File: src/common/pifr_pkg.sv
// Shared constants and types for the peripheral interrupt flag registers
package pifr_pkg;

	// ****************************************************************
	// Widths
	// ****************************************************************
	localparam int DATA_W = 8;
	localparam int ADDR_W = 3;
	localparam int STAT_W = 2;

	// ****************************************************************
	// Software register offsets
	// ****************************************************************
	localparam logic [ADDR_W-1:0] ADDR_FLAGS_A   = 3'h0;
	localparam logic [ADDR_W-1:0] ADDR_FLAGS_B   = 3'h1;
	localparam logic [ADDR_W-1:0] ADDR_IRQ_STAT  = 3'h2;
	localparam logic [ADDR_W-1:0] ADDR_IRQ_CLEAR = 3'h3;
	localparam logic [ADDR_W-1:0] ADDR_IRQ_EN    = 3'h4;

	// ****************************************************************
	// Field positions of periph_irq_flags_a
	// ****************************************************************
	localparam int BIT_PARPORT  = 7;
	localparam int BIT_CONV     = 6;
	localparam int BIT_RX       = 5;
	localparam int BIT_TX       = 4;
	localparam int BIT_SYNC     = 3;
	localparam int BIT_CAPCOMP1 = 2;
	localparam int BIT_TIMER_TWO_COUNT     = 1;
	localparam int BIT_TIMER_ONE_COUNT     = 0;

	// ****************************************************************
	// Field positions of periph_irq_flags_b
	// ****************************************************************
	localparam int BIT_OSC      = 7;
	localparam int BIT_CMP1     = 6;
	localparam int BIT_CMP2     = 5;
	localparam int BIT_NVW      = 4;
	localparam int BIT_BUSCOL   = 3;
	localparam int BIT_VDET     = 2;
	localparam int BIT_TMR3     = 1;
	localparam int BIT_CAPCOMP2 = 0;

	// ****************************************************************
	// Status bits, write masks and reset values
	// ****************************************************************
	localparam int STAT_A = 0;
	localparam int STAT_B = 1;
	localparam logic [DATA_W-1:0] WRITABLE_A = 8'hcf;
	localparam logic [DATA_W-1:0] WRITABLE_B = 8'hff;
	localparam logic [DATA_W-1:0] FLAGS_RST  = 8'h00;
	localparam logic [STAT_W-1:0] STAT_RST   = 2'h0;

	typedef enum logic [1:0] {
		PIFR_CC_CAPTURE,
		PIFR_CC_COMPARE,
		PIFR_CC_PWM
	} pifr_cc_mode_t;

endpackage : pifr_pkg

File: src/common/pifr_periph_if.sv
// Event link from the peripherals to the flag registers
`timescale 1ns/1ps
interface pifr_periph_if;
	logic                          parport_evt;
	logic                          conv_done_evt;
	logic                          sync_done_evt;
	logic                          capcomp_one_evt;
	logic                          timer_two_match_evt;
	logic                          timer_one_ovf_evt;
	logic                          rx_loaded;
	logic                          rx_read;
	logic                          tx_emptied;
	logic                          tx_written;
	logic [pifr_pkg::DATA_W-1:0]   set_b;

	modport dev (
		input parport_evt, conv_done_evt, sync_done_evt, capcomp_one_evt,
		input timer_two_match_evt, timer_one_ovf_evt,
		input rx_loaded, rx_read, tx_emptied, tx_written, set_b
	);
	modport periph (
		output parport_evt, conv_done_evt, sync_done_evt, capcomp_one_evt,
		output timer_two_match_evt, timer_one_ovf_evt,
		output rx_loaded, rx_read, tx_emptied, tx_written, set_b
	);
endinterface : pifr_periph_if

File: src/pifr_flag_regs.sv
// Device end: peripheral interrupt flag registers with software port
//
// Functional notes
// - Two flag registers, one bit per source
// - Flags set regardless of any enable bit
// - Software clears flags before enable, after service
// - Parallel port access sets flag until cleared
// - Conversion done sets flag until cleared
// - Receive flag clears when receive buffer read
// - Transmit flag set empty, cleared on write
// - Sync serial completion sets flag until cleared
// - Capture or compare match sets first flag
// - Timer two period match sets its flag
// - Timer one overflow sets its flag
// - Small package: parallel port flag reads zero
// - Peripheral enable also needed without priority levels
//
// Decided for this implementation: the plain strobed port and the register offsets.
`timescale 1ns/1ps
module pifr_flag_regs #(
	parameter bit SMALL_PACKAGE = 1'b0
) (
	input  wire logic                          sys_clk,
	input  wire logic                          rst_n,
	pifr_periph_if.dev                         evt,
	input  wire logic [pifr_pkg::ADDR_W-1:0]   addr,
	input  wire logic [pifr_pkg::DATA_W-1:0]   wdata,
	input  wire logic                          wr_en,
	input  wire logic                          rd_en,
	output logic      [pifr_pkg::DATA_W-1:0]   rdata_q,
	output logic      [pifr_pkg::DATA_W-1:0]   flags_a_q,
	output logic      [pifr_pkg::DATA_W-1:0]   flags_b_q,
	output logic                               irq_q
);

	// ****************************************************************
	// Declarations
	// ****************************************************************
	logic [pifr_pkg::DATA_W-1:0] flags_a_d;
	logic [pifr_pkg::DATA_W-1:0] flags_b_d;
	logic [pifr_pkg::DATA_W-1:0] set_a;
	logic [pifr_pkg::DATA_W-1:0] set_b;
	logic [pifr_pkg::DATA_W-1:0] writable_a;
	logic [pifr_pkg::STAT_W-1:0] status_q;
	logic [pifr_pkg::STAT_W-1:0] status_d;
	logic [pifr_pkg::STAT_W-1:0] enable_q;
	logic [pifr_pkg::STAT_W-1:0] stat_set;
	logic [pifr_pkg::STAT_W-1:0] stat_clr;
	logic                        wr_a;
	logic                        wr_b;
	logic                        wr_en_reg;
	logic                        wr_clear;
	logic                        rx_d;
	logic                        tx_d;

	// ****************************************************************
	// Shared helpers
	// ****************************************************************
	function automatic logic hit(
		input logic                        strobe,
		input logic [pifr_pkg::ADDR_W-1:0] a,
		input logic [pifr_pkg::ADDR_W-1:0] target
	);
		hit = strobe && (a == target);
	endfunction : hit

	// A software write replaces the writable bits; a hardware set in the
	// same cycle still wins, so no event is lost to a racing clear
	function automatic logic [pifr_pkg::DATA_W-1:0] flag_next(
		input logic [pifr_pkg::DATA_W-1:0] q,
		input logic [pifr_pkg::DATA_W-1:0] set,
		input logic                        wr,
		input logic [pifr_pkg::DATA_W-1:0] data,
		input logic [pifr_pkg::DATA_W-1:0] writable
	);
		logic [pifr_pkg::DATA_W-1:0] kept;
		kept = wr ? ((data & writable) | (q & ~writable)) : q;
		flag_next = kept | set;
	endfunction : flag_next

	// ****************************************************************
	// Write decode
	// ****************************************************************
	assign wr_a      = hit(wr_en, addr, pifr_pkg::ADDR_FLAGS_A);
	assign wr_b      = hit(wr_en, addr, pifr_pkg::ADDR_FLAGS_B);
	assign wr_en_reg = hit(wr_en, addr, pifr_pkg::ADDR_IRQ_EN);
	assign wr_clear  = hit(wr_en, addr, pifr_pkg::ADDR_IRQ_CLEAR);

	// ****************************************************************
	// Set vectors
	// ****************************************************************
	// Sources set their flag with no regard to any enable bit
	always_comb begin
		set_a = pifr_pkg::FLAGS_RST;
		set_a[pifr_pkg::BIT_PARPORT]  = evt.parport_evt & ~SMALL_PACKAGE;
		set_a[pifr_pkg::BIT_CONV]     = evt.conv_done_evt;
		set_a[pifr_pkg::BIT_SYNC]     = evt.sync_done_evt;
		set_a[pifr_pkg::BIT_CAPCOMP1] = evt.capcomp_one_evt;
		set_a[pifr_pkg::BIT_TIMER_TWO_COUNT]     = evt.timer_two_match_evt;
		set_a[pifr_pkg::BIT_TIMER_ONE_COUNT]     = evt.timer_one_ovf_evt;
	end

	assign set_b = evt.set_b;

	// The parallel port bit is neither set nor written on the small part
	always_comb begin
		writable_a = pifr_pkg::WRITABLE_A;
		if (SMALL_PACKAGE) begin
			writable_a[pifr_pkg::BIT_PARPORT] = 1'b0;
		end
	end

	// ****************************************************************
	// Serial buffer flags
	// ****************************************************************
	// A new load beats a read in the same cycle: the buffer then holds
	// the fresh byte, so the flag must stay up
	assign rx_d = evt.rx_loaded | (flags_a_q[pifr_pkg::BIT_RX] & ~evt.rx_read);
	// Reset leaves the flag low until the transmitter reports empty
	assign tx_d = evt.tx_emptied | (flags_a_q[pifr_pkg::BIT_TX] & ~evt.tx_written);

	// ****************************************************************
	// Flag registers
	// ****************************************************************
	always_comb begin
		flags_a_d = flag_next(flags_a_q, set_a, wr_a, wdata, writable_a);
		flags_a_d[pifr_pkg::BIT_RX] = rx_d;
		flags_a_d[pifr_pkg::BIT_TX] = tx_d;
		flags_b_d = flag_next(flags_b_q, set_b, wr_b, wdata, pifr_pkg::WRITABLE_B);
	end

	always_ff @(posedge sys_clk) begin
		if (!rst_n) begin
			flags_a_q <= pifr_pkg::FLAGS_RST;
		end else begin
			flags_a_q <= flags_a_d;
		end
	end

	always_ff @(posedge sys_clk) begin
		if (!rst_n) begin
			flags_b_q <= pifr_pkg::FLAGS_RST;
		end else begin
			flags_b_q <= flags_b_d;
		end
	end

	// ****************************************************************
	// Interrupt status and enable
	// ****************************************************************
	// Status notes any new flag event per register; the individual flag
	// still has to be cleared in the flag register itself
	always_comb begin
		stat_set = pifr_pkg::STAT_RST;
		stat_set[pifr_pkg::STAT_A] = (|set_a) | evt.rx_loaded | evt.tx_emptied;
		stat_set[pifr_pkg::STAT_B] = |set_b;
		stat_clr = wr_clear ? wdata[pifr_pkg::STAT_W-1:0] : pifr_pkg::STAT_RST;
		status_d = (status_q & ~stat_clr) | stat_set;
	end

	always_ff @(posedge sys_clk) begin
		if (!rst_n) begin
			status_q <= pifr_pkg::STAT_RST;
		end else begin
			status_q <= status_d;
		end
	end

	always_ff @(posedge sys_clk) begin
		if (!rst_n) begin
			enable_q <= pifr_pkg::STAT_RST;
		end else if (wr_en_reg) begin
			enable_q <= wdata[pifr_pkg::STAT_W-1:0];
		end
	end

	always_ff @(posedge sys_clk) begin
		if (!rst_n) begin
			irq_q <= 1'b0;
		end else begin
			irq_q <= |(status_q & enable_q);
		end
	end

	// ****************************************************************
	// Read port
	// ****************************************************************
	// Data stand one cycle after the strobe and only then; unmapped and
	// write-only addresses read zero
	always_ff @(posedge sys_clk) begin
		if (!rst_n) begin
			rdata_q <= pifr_pkg::FLAGS_RST;
		end else if (!rd_en) begin
			rdata_q <= pifr_pkg::FLAGS_RST;
		end else begin
			unique case (addr)
				pifr_pkg::ADDR_FLAGS_A: rdata_q <= flags_a_q;
				pifr_pkg::ADDR_FLAGS_B: rdata_q <= flags_b_q;
				pifr_pkg::ADDR_IRQ_STAT: rdata_q <= {{(pifr_pkg::DATA_W-pifr_pkg::STAT_W){1'b0}},
					status_q};
				pifr_pkg::ADDR_IRQ_EN: rdata_q <= {{(pifr_pkg::DATA_W-pifr_pkg::STAT_W){1'b0}},
					enable_q};
				default: rdata_q <= pifr_pkg::FLAGS_RST;
			endcase
		end
	end

endmodule : pifr_flag_regs

File: src/flat_wrapper.sv
// flat-port wrapper written by rule: the top's interface ports become plain ports
module pifr_flag_regs_flat 
#(
	parameter bit SMALL_PACKAGE = 1'b0
)
  (sys_clk, rst_n, addr, wdata, wr_en, rd_en, rdata_q, flags_a_q, flags_b_q, irq_q, evt_parport_evt, evt_conv_done_evt, evt_sync_done_evt, evt_capcomp_one_evt, evt_timer_two_match_evt, evt_timer_one_ovf_evt, evt_rx_loaded, evt_rx_read, evt_tx_emptied, evt_tx_written, evt_set_b);
  pifr_periph_if evt_i ();
  input  wire logic sys_clk;
  input  wire logic rst_n;
  input  wire logic [pifr_pkg::ADDR_W-1:0] addr;
  input  wire logic [pifr_pkg::DATA_W-1:0] wdata;
  input  wire logic wr_en;
  input  wire logic rd_en;
  output logic      [pifr_pkg::DATA_W-1:0] rdata_q;
  output logic      [pifr_pkg::DATA_W-1:0] flags_a_q;
  output logic      [pifr_pkg::DATA_W-1:0] flags_b_q;
  output logic irq_q;
  input wire logic [$bits(evt_i.parport_evt)-1:0] evt_parport_evt;
  input wire logic [$bits(evt_i.conv_done_evt)-1:0] evt_conv_done_evt;
  input wire logic [$bits(evt_i.sync_done_evt)-1:0] evt_sync_done_evt;
  input wire logic [$bits(evt_i.capcomp_one_evt)-1:0] evt_capcomp_one_evt;
  input wire logic [$bits(evt_i.timer_two_match_evt)-1:0] evt_timer_two_match_evt;
  input wire logic [$bits(evt_i.timer_one_ovf_evt)-1:0] evt_timer_one_ovf_evt;
  input wire logic [$bits(evt_i.rx_loaded)-1:0] evt_rx_loaded;
  input wire logic [$bits(evt_i.rx_read)-1:0] evt_rx_read;
  input wire logic [$bits(evt_i.tx_emptied)-1:0] evt_tx_emptied;
  input wire logic [$bits(evt_i.tx_written)-1:0] evt_tx_written;
  input wire logic [$bits(evt_i.set_b)-1:0] evt_set_b;
  assign evt_i.parport_evt = evt_parport_evt;
  assign evt_i.conv_done_evt = evt_conv_done_evt;
  assign evt_i.sync_done_evt = evt_sync_done_evt;
  assign evt_i.capcomp_one_evt = evt_capcomp_one_evt;
  assign evt_i.timer_two_match_evt = evt_timer_two_match_evt;
  assign evt_i.timer_one_ovf_evt = evt_timer_one_ovf_evt;
  assign evt_i.rx_loaded = evt_rx_loaded;
  assign evt_i.rx_read = evt_rx_read;
  assign evt_i.tx_emptied = evt_tx_emptied;
  assign evt_i.tx_written = evt_tx_written;
  assign evt_i.set_b = evt_set_b;
  pifr_flag_regs #(.SMALL_PACKAGE(SMALL_PACKAGE)) u_core (.sys_clk(sys_clk), .rst_n(rst_n), .evt(evt_i), .addr(addr), .wdata(wdata), .wr_en(wr_en), .rd_en(rd_en), .rdata_q(rdata_q), .flags_a_q(flags_a_q), .flags_b_q(flags_b_q), .irq_q(irq_q));
endmodule
File: config.mk
export PLATFORM = sky130hd
export DESIGN_NAME = pifr_flag_regs_flat
export DESIGN_NICKNAME = d
export VERILOG_FILES = /design/src/common/pifr_pkg.sv /design/src/common/pifr_periph_if.sv /design/src/pifr_flag_regs.sv /design/src/flat_wrapper.sv
export SDC_FILE = /design/constraint.sdc
export NUM_CORES = 1
export LEC_CHECK = 0
export ABC_AREA = 1
export BUFFER_PORTS_ARGS = -buffer_cell sky130_fd_sc_hd__buf_4
export CORE_MARGIN = 1.5
export CORE_UTILIZATION = 51
export DETAILED_ROUTE_END_ITERATION = 12
export HOLD_SLACK_MARGIN = 0.12
export PLACE_DENSITY = 0.84
export SLEW_MARGIN = 20
export SYNTH_ARGS = -nofsm -noshare
export SYNTH_HDL_FRONTEND = slang
export SYNTH_SLANG_ARGS = --single-unit
export TNS_END_PERCENT = 5
File: constraint.sdc
create_clock -name sys_clk -period 2 [get_ports sys_clk]
set_input_delay 0.4 -clock sys_clk [delete_from_list [all_inputs] [get_ports sys_clk]]
set_output_delay 0.4 -clock sys_clk [all_outputs]
set_load 0.01 [all_outputs]
==> flow_metrics.env, run 1 <==
export IMPL_drt_iter0_markers=39
export IMPL_synth_top_family_by_area="simple AND/OR/NAND/NOR gates"
export IMPL_hold_path_class="in -> reg"
export IMPL_synth_top_area_cell="dfxtp_1"
export IMPL_dpl_hpwl_mm=2.62
export IMPL_dp_cells=281
export IMPL_critPathMaxStageDelay_ns=0.39
export IMPL_path_delay_family="flip-flops"
export IMPL_fin_crit_sh=0.629
export IMPL_clockBufferDepth=2
export IMPL_status="complete, no violations"
export IMPL_setup_slack_ns=0.741
export IMPL_synth_xor_area_share=0
export IMPL_ioPinCount=58
export IMPL_synth_main_ff_cell="dfxtp_1"
export IMPL_worstSetupStartpointType="flop"
export IMPL_port_buffer_count=57
export IMPL_synth_edf_count=0
export IMPL_drc=0
export IMPL_post_cts_setup_buffers=0
export IMPL_syn_cell_area_um2=1430
export IMPL_path_clk_slew_ns=0.08
export IMPL_die_h_um=55.9
export IMPL_path_buf_inv=1
export IMPL_relSlewSlack=0.690
export IMPL_fin_nets=291
export IMPL_synthSimpleGateAreaFrac=0.379
export IMPL_synth_compound_area_share=0.0764
export IMPL_dieWidth_um=55.9
export IMPL_hold_viol_final=0
export IMPL_synthMuxAreaShare=0
export IMPL_r2r_cells=4
export IMPL_start_util=0.555
export IMPL_synthTopCellsByCount="55 x nand2_1, 32 x inv_1, 29 x dfxtp_1"
export IMPL_synth_warnings=0
export IMPL_rsz0062_at_grt="no"
export IMPL_cts_sinks=29
export IMPL_grt_pass1_wl_mm=5.66
export IMPL_synth_top_area_share=0.407
export IMPL_synthAdderAreaFrac=0
export IMPL_syn_instance_count=200
export IMPL_yosysMostFrequentCell="nand2_1"
export IMPL_path_cells="buf_4"
export IMPL_leakagePower_nw=0.990
export IMPL_fin_worst_skew_ns=0.00402
export IMPL_grt_pass1_vias=1275
export IMPL_syn_to_final_growth_pct=32.1
export IMPL_dieArea_um2=3120
export IMPL_synth_nets=233
export IMPL_worst_setup_path_end_kind="primary output"
export IMPL_cts_root_buf="clkbuf_4"
export IMPL_period_minus_slack_ns=1.26
export IMPL_dr_total_vias=1424
export IMPL_grt_max_degree=18
export IMPL_holdWs_ns=0.319
export IMPL_cts_buffers_inserted=5
export IMPL_antenna_found_initial=0
export IMPL_finalSetupTns_ns=0
export IMPL_async_flop_share=0
export IMPL_ys_types=21
export IMPL_crit_required_ns=1.60
export IMPL_synth_area_leaders="dfxtp_1 41%, nand2_1 14%, nand3_1 8.4%"
export IMPL_min_path_cells=4
export IMPL_ctsHtreeMaxLevel=2
export IMPL_fill_cells=236
export IMPL_cp_max_fo=3
export IMPL_place_gp_congestion=0.885
export IMPL_clk_latency_ns=0.32
export IMPL_grt_overflow_total=0
export IMPL_maxSlewViolCount=0
export IMPL_ys_seq_area_frac=0.407
export IMPL_rows=18
export IMPL_drive_gt1_frac=0.317
export IMPL_layout_cells_non_filler=289
export IMPL_cp_arrival_ns=0.86
export IMPL_drt_pass1_iter_count=4
export IMPL_worstSetupPathType="reg -> out"
export IMPL_holdBufCountCts=0
export IMPL_maxCapViolCount=0
export IMPL_p_total_mw=1.19
export IMPL_cp_depth=1
export IMPL_ys_ff_latch=29
export IMPL_tritoncts="done"
export IMPL_post_cts_resized=0
export IMPL_power_density_nw_per_um2=630
export IMPL_ant_nets=0
export IMPL_timing_fmax_ghz=0.795
export IMPL_cpMaxStageDelayCell="dfxtp_1"
export IMPL_avgSynthCellArea_um2=7.13
export IMPL_diodes=0
export IMPL_avgViaCountPerCell=4.93
export IMPL_wl_mm=3.37
export IMPL_setup_viol=0
export IMPL_tightest_slew_ns=0.464
export IMPL_place_ws_ns=0.484
export IMPL_grt_total_usage=0.230
export IMPL_ir_drop_mv=0.478
export IMPL_wire_per_inst_um=11.7
export IMPL_coreArea_um2=2570
==> logic make-up (layout without fill, tap and decap cells) <==
logic type / count (synthesis) / count (layout)
buf+inv: 42 / 101
compound gates: 18 / 18
flops: 29 / 29
simple gates: 111 / 111
==> registers in the layout, indices dropped and copies added (netlist names) <==
| register | count |
|---|---|
| u_core.irq_q | 1 |
| u_core.enable_q | 2 |
| u_core.flags_b_q | 8 |
| u_core.rdata_q | 8 |
| u_core.flags_a_q | 8 |
| u_core.status_q | 2 |
==> per-layer routing <==
metal  share of wire  wire length, µm  GRT usage  vias up
met3           0.077              258     0.0721        5
met1            0.47             1590      0.309      618
met2            0.44             1490      0.364       58
met4          0.0095               32     0.0510        0
met5               0                0          0        -
li1                -                -          -      743
==> through the flow <==
stage,area [µm²],util
after floorplan,1430,-
after global placement,1830,0.714
after detailed placement,1830,0.714
after CTS,1880,0.733
after global routing,1880,0.733
final,1880,0.733
==> where the power goes <==
| group | internal [mW] | switching (mW) |
|---|---|---|
| logic | 0.109 | 0.118 |
| clock network | 0.140 | 0.188 |
| registers | 0.607 | 0.0250 |
| total | 0.857 | 0.330 |
==> path summary, 6_finish.rpt <==
kind | startpoint | end | slack [ns]
worst min-delay path | evt_rx_read | u_core.flags_a_q[5] | 0.32
worst max register to register | u_core.flags_a_q[1] | u_core.rdata_q[1] | 1.24
worst min register to register | u_core.status_q[0] | u_core.status_q[0] | 0.49
worst max-delay path | u_core.flags_b_q[2] | flags_b_q[2] | 0.74
==> area by class of cell <==
class                           instances  area (µm²)  share of cell area
Multi-Input combinational cell        129         649               0.345
Clock buffer                            8        48.8              0.0259
Sequential cell                        29         581               0.308
Tap cell                               30        37.5              0.0199
Inverter                               35         131              0.0698
Timing Repair Buffer                   58         435               0.231
==> placed cells by master, fill, tap and decap left out <==
master | synthesis | final
buf_4 | 1 | 58
nand2_1 | 55 | 55
inv_1 | 32 | 32
dfxtp_1 | 29 | 29
nand3_1 | 24 | 24
a21oi_1 | 13 | 13
nor2_1 | 12 | 12
nand4_1 | 6 | 6
nand3_2 | 5 | 5
a21oi_2 | 5 | 5
clkbuf_4 | 0 | 5
inv_2 | 3 | 3
nand3b_1 | 3 | 3
clkbuf_1 | 1 | 3
nor2_2 | 2 | 2
nand2_2 | 1 | 1
nor2_4 | 1 | 1
nand2_4 | 1 | 1
nand3_4 | 1 | 1
No activity file was read; power rests on OpenSTA's default activity.
==> run 2: changes to the inputs <==
Settings changed: CORE_UTILIZATION 51 to 43, PLACE_DENSITY 0.84 to 0.75.
Clock period 2 ns to 1.1 ns, I/O delays scaled along.
==> run 2 against run 1 <==
Compared with the run above: cell area increased by 5.2%; critical path depth unchanged; first-iteration DRC count increased by 28%; cell count increased by 6.2%; largest power group unchanged; clock skew increased by 0.0010 ns.
==> flow_metrics.env, run 2 (synthesized netlist as in run 1, its figures left out) <==
export IMPL_status="complete, no violations"
export IMPL_fin_nets=295
export IMPL_fin_worst_skew_ns=0.00501
export IMPL_pwr_share_clk=0.320
export IMPL_p_switching_mw=0.643
export IMPL_die_h_um=60.6
export IMPL_worstSetupStartpointType="flop"
export IMPL_crit_required_ns=0.88
export IMPL_cts_buffers_inserted=5
export IMPL_power_density_nw_per_um2=1180
export IMPL_drt_pass1_iter_count=4
export IMPL_fin_crit_sh=0.969
export IMPL_worstSetupPathType="reg -> out"
export IMPL_cp_max_fo=3
export IMPL_dr_total_vias=1432
export IMPL_path_buf_inv=1
export IMPL_fill_cells=308
export IMPL_critPathMaxStageDelay_ns=0.38
export IMPL_maxSlewViolCount=0
export IMPL_grt_overflow_total=0
export IMPL_cp_arrival_ns=0.85
export IMPL_layout_common_cells="60 x buf_4, 55 x nand2_1, 32 x inv_1, 24 x nand3_1, 17 x dfxtp_1"
export IMPL_power_switching_share=0.275
export IMPL_antenna_found_initial=0
export IMPL_holdWs_ns=0.132
export IMPL_maxCapViolCount=0
export IMPL_tightest_slew_ns=0.263
export IMPL_path_delay_family="flip-flops"
export IMPL_finalSetupTns_ns=0
export IMPL_ctsHtreeMaxLevel=2
export IMPL_relSlewSlack=0.824
export IMPL_grt_pass1_vias=1288
export IMPL_tritoncts="done"
export IMPL_reg_largest_list="u_core.flags_a_q: 8 flops, u_core.flags_b_q: 8 flops, u_core.rdata_q: 8 flops"
export IMPL_dieArea_um2=3670
export IMPL_coreArea_um2=3100
export IMPL_path_clk_slew_ns=0.10
export IMPL_period_minus_slack_ns=1.07
export IMPL_path_cells="buf_4"
export IMPL_setup_slack_ns=0.0337
export IMPL_hold_viol_final=0
export IMPL_port_buffer_count=57
export IMPL_place_gp_congestion=0.864
export IMPL_syn_to_final_growth_pct=39.1
export IMPL_place_area_um2=1890
export IMPL_post_route_cell_area_um2=1980
export IMPL_place_ws_ns=-0.0401
export IMPL_cts_root_buf="clkbuf_4"
export IMPL_p_comb_frac=0.185
export IMPL_diodes=0
export IMPL_ant_nets=0
export IMPL_clk_latency_ns=0.33
export IMPL_drive_gt1_frac=0.380
export IMPL_leakagePower_nw=1.03
export IMPL_cts_sinks=29
export IMPL_drc=0
export IMPL_hold_path_class="in -> reg"
export IMPL_internal_power_mw=1.70
export IMPL_ir_drop_mv=0.627
export IMPL_dpl_hpwl_mm=2.73
export IMPL_worst_setup_path_end_kind="primary output"
export IMPL_rsz0062_at_grt="no"
export IMPL_setup_viol=0
export IMPL_grt_total_usage=0.217
export IMPL_rows=20
export IMPL_grt_pass1_wl_mm=5.82
export IMPL_drt_iter0_markers=50
export IMPL_dieWidth_um=60.6
export IMPL_timing_fmax_ghz=0.938
export IMPL_wl_mm=3.53
export IMPL_clockBufferDepth=2
export IMPL_final_common_cell="buf_4"
export IMPL_post_cts_setup_buffers=0
export IMPL_p_seq_frac=0.495
export IMPL_wire_per_inst_um=11.5
export IMPL_postLayoutCoreUtil=0.639
export IMPL_grt_max_degree=21
export IMPL_start_util=0.459
export IMPL_ioPinCount=58
export IMPL_avgViaCountPerCell=4.66
export IMPL_cpMaxStageDelayCell="dfxtp_1"
-- run 2: cell count changes in the layout (fill, tap and decap cells not counted), moves of 2 or more --
cell / delta
buf_4: +2
clkbuf_1: -3
clkbuf_8: +2
dfxtp_1: -12
dfxtp_2: +12
-- run 2: per-layer routing --
metal  up-vias  global-route usage  share of wire  wire (µm)
met4         0               0.106          0.022         79
met1       621               0.283           0.47       1650
met5         -                   0              0          0
met3         9              0.0810          0.073        258
met2        52               0.316           0.44       1540
li1        750                   -              -          -
-- run 2: worst register-to-register path: cells and delay by family (launching register included) --
kind,cells,cell delay (ns)
AND/OR/NAND/NOR,4,0.31
flip-flops,1,0.34
-- run 2: power by group through the flow --
stage	Combinational [mW]	Sequential (mW)	Clock, mW
detailed placement	0.430	1.17	0
finish	0.432	1.16	0.749
global route	0.479	1.16	0.811
floorplan	0.196	1.19	0
global placement	0.421	1.17	0
CTS	0.434	1.15	0.763
-- run 2: what timing repair did --
action | in CTS | in global routing
endpoints found under the hold margin | 1 | 0
gates resized for setup | 1 | 11
hold buffers | 1 | 0
pin swaps | 0 | 0
endpoints found under the setup margin | 1 | 11
-- run 2: through the flow --
step / std cells / power, mW
6_report: 307 / 2.34
5_1_grt: 307 / 2.45
4_1_cts: 307 / 2.35
3_5_place_dp: 298 / 1.60
3_3_place_gp: 298 / 1.59
2_1_floorplan: 200 / 1.38
-- run 2: area by class of cell --
cell class              count  area, µm²  share of cell area
clock buffers               7       65.1              0.0328
clock inverters             1       5.00             0.00253
inverters                  35        131              0.0663
multi-input cells         129        649               0.328
flip-flops and latches     29        596               0.301
well taps                  44       55.1              0.0278
repair buffers             62        480               0.242
-- run 2: worst paths after layout --
path / end / depth (start not counted) / slack (ns) / start
max: flags_a_q[2] / 1 / 0.03 / u_core.flags_a_q[2]
min: u_core.flags_a_q[5] / 4 / 0.13 / evt_rx_read
max reg2reg: u_core.rdata_q[0] / 4 / 0.34 / u_core.enable_q[0]
min reg2reg: u_core.status_q[0] / 2 / 0.49 / u_core.status_q[0]
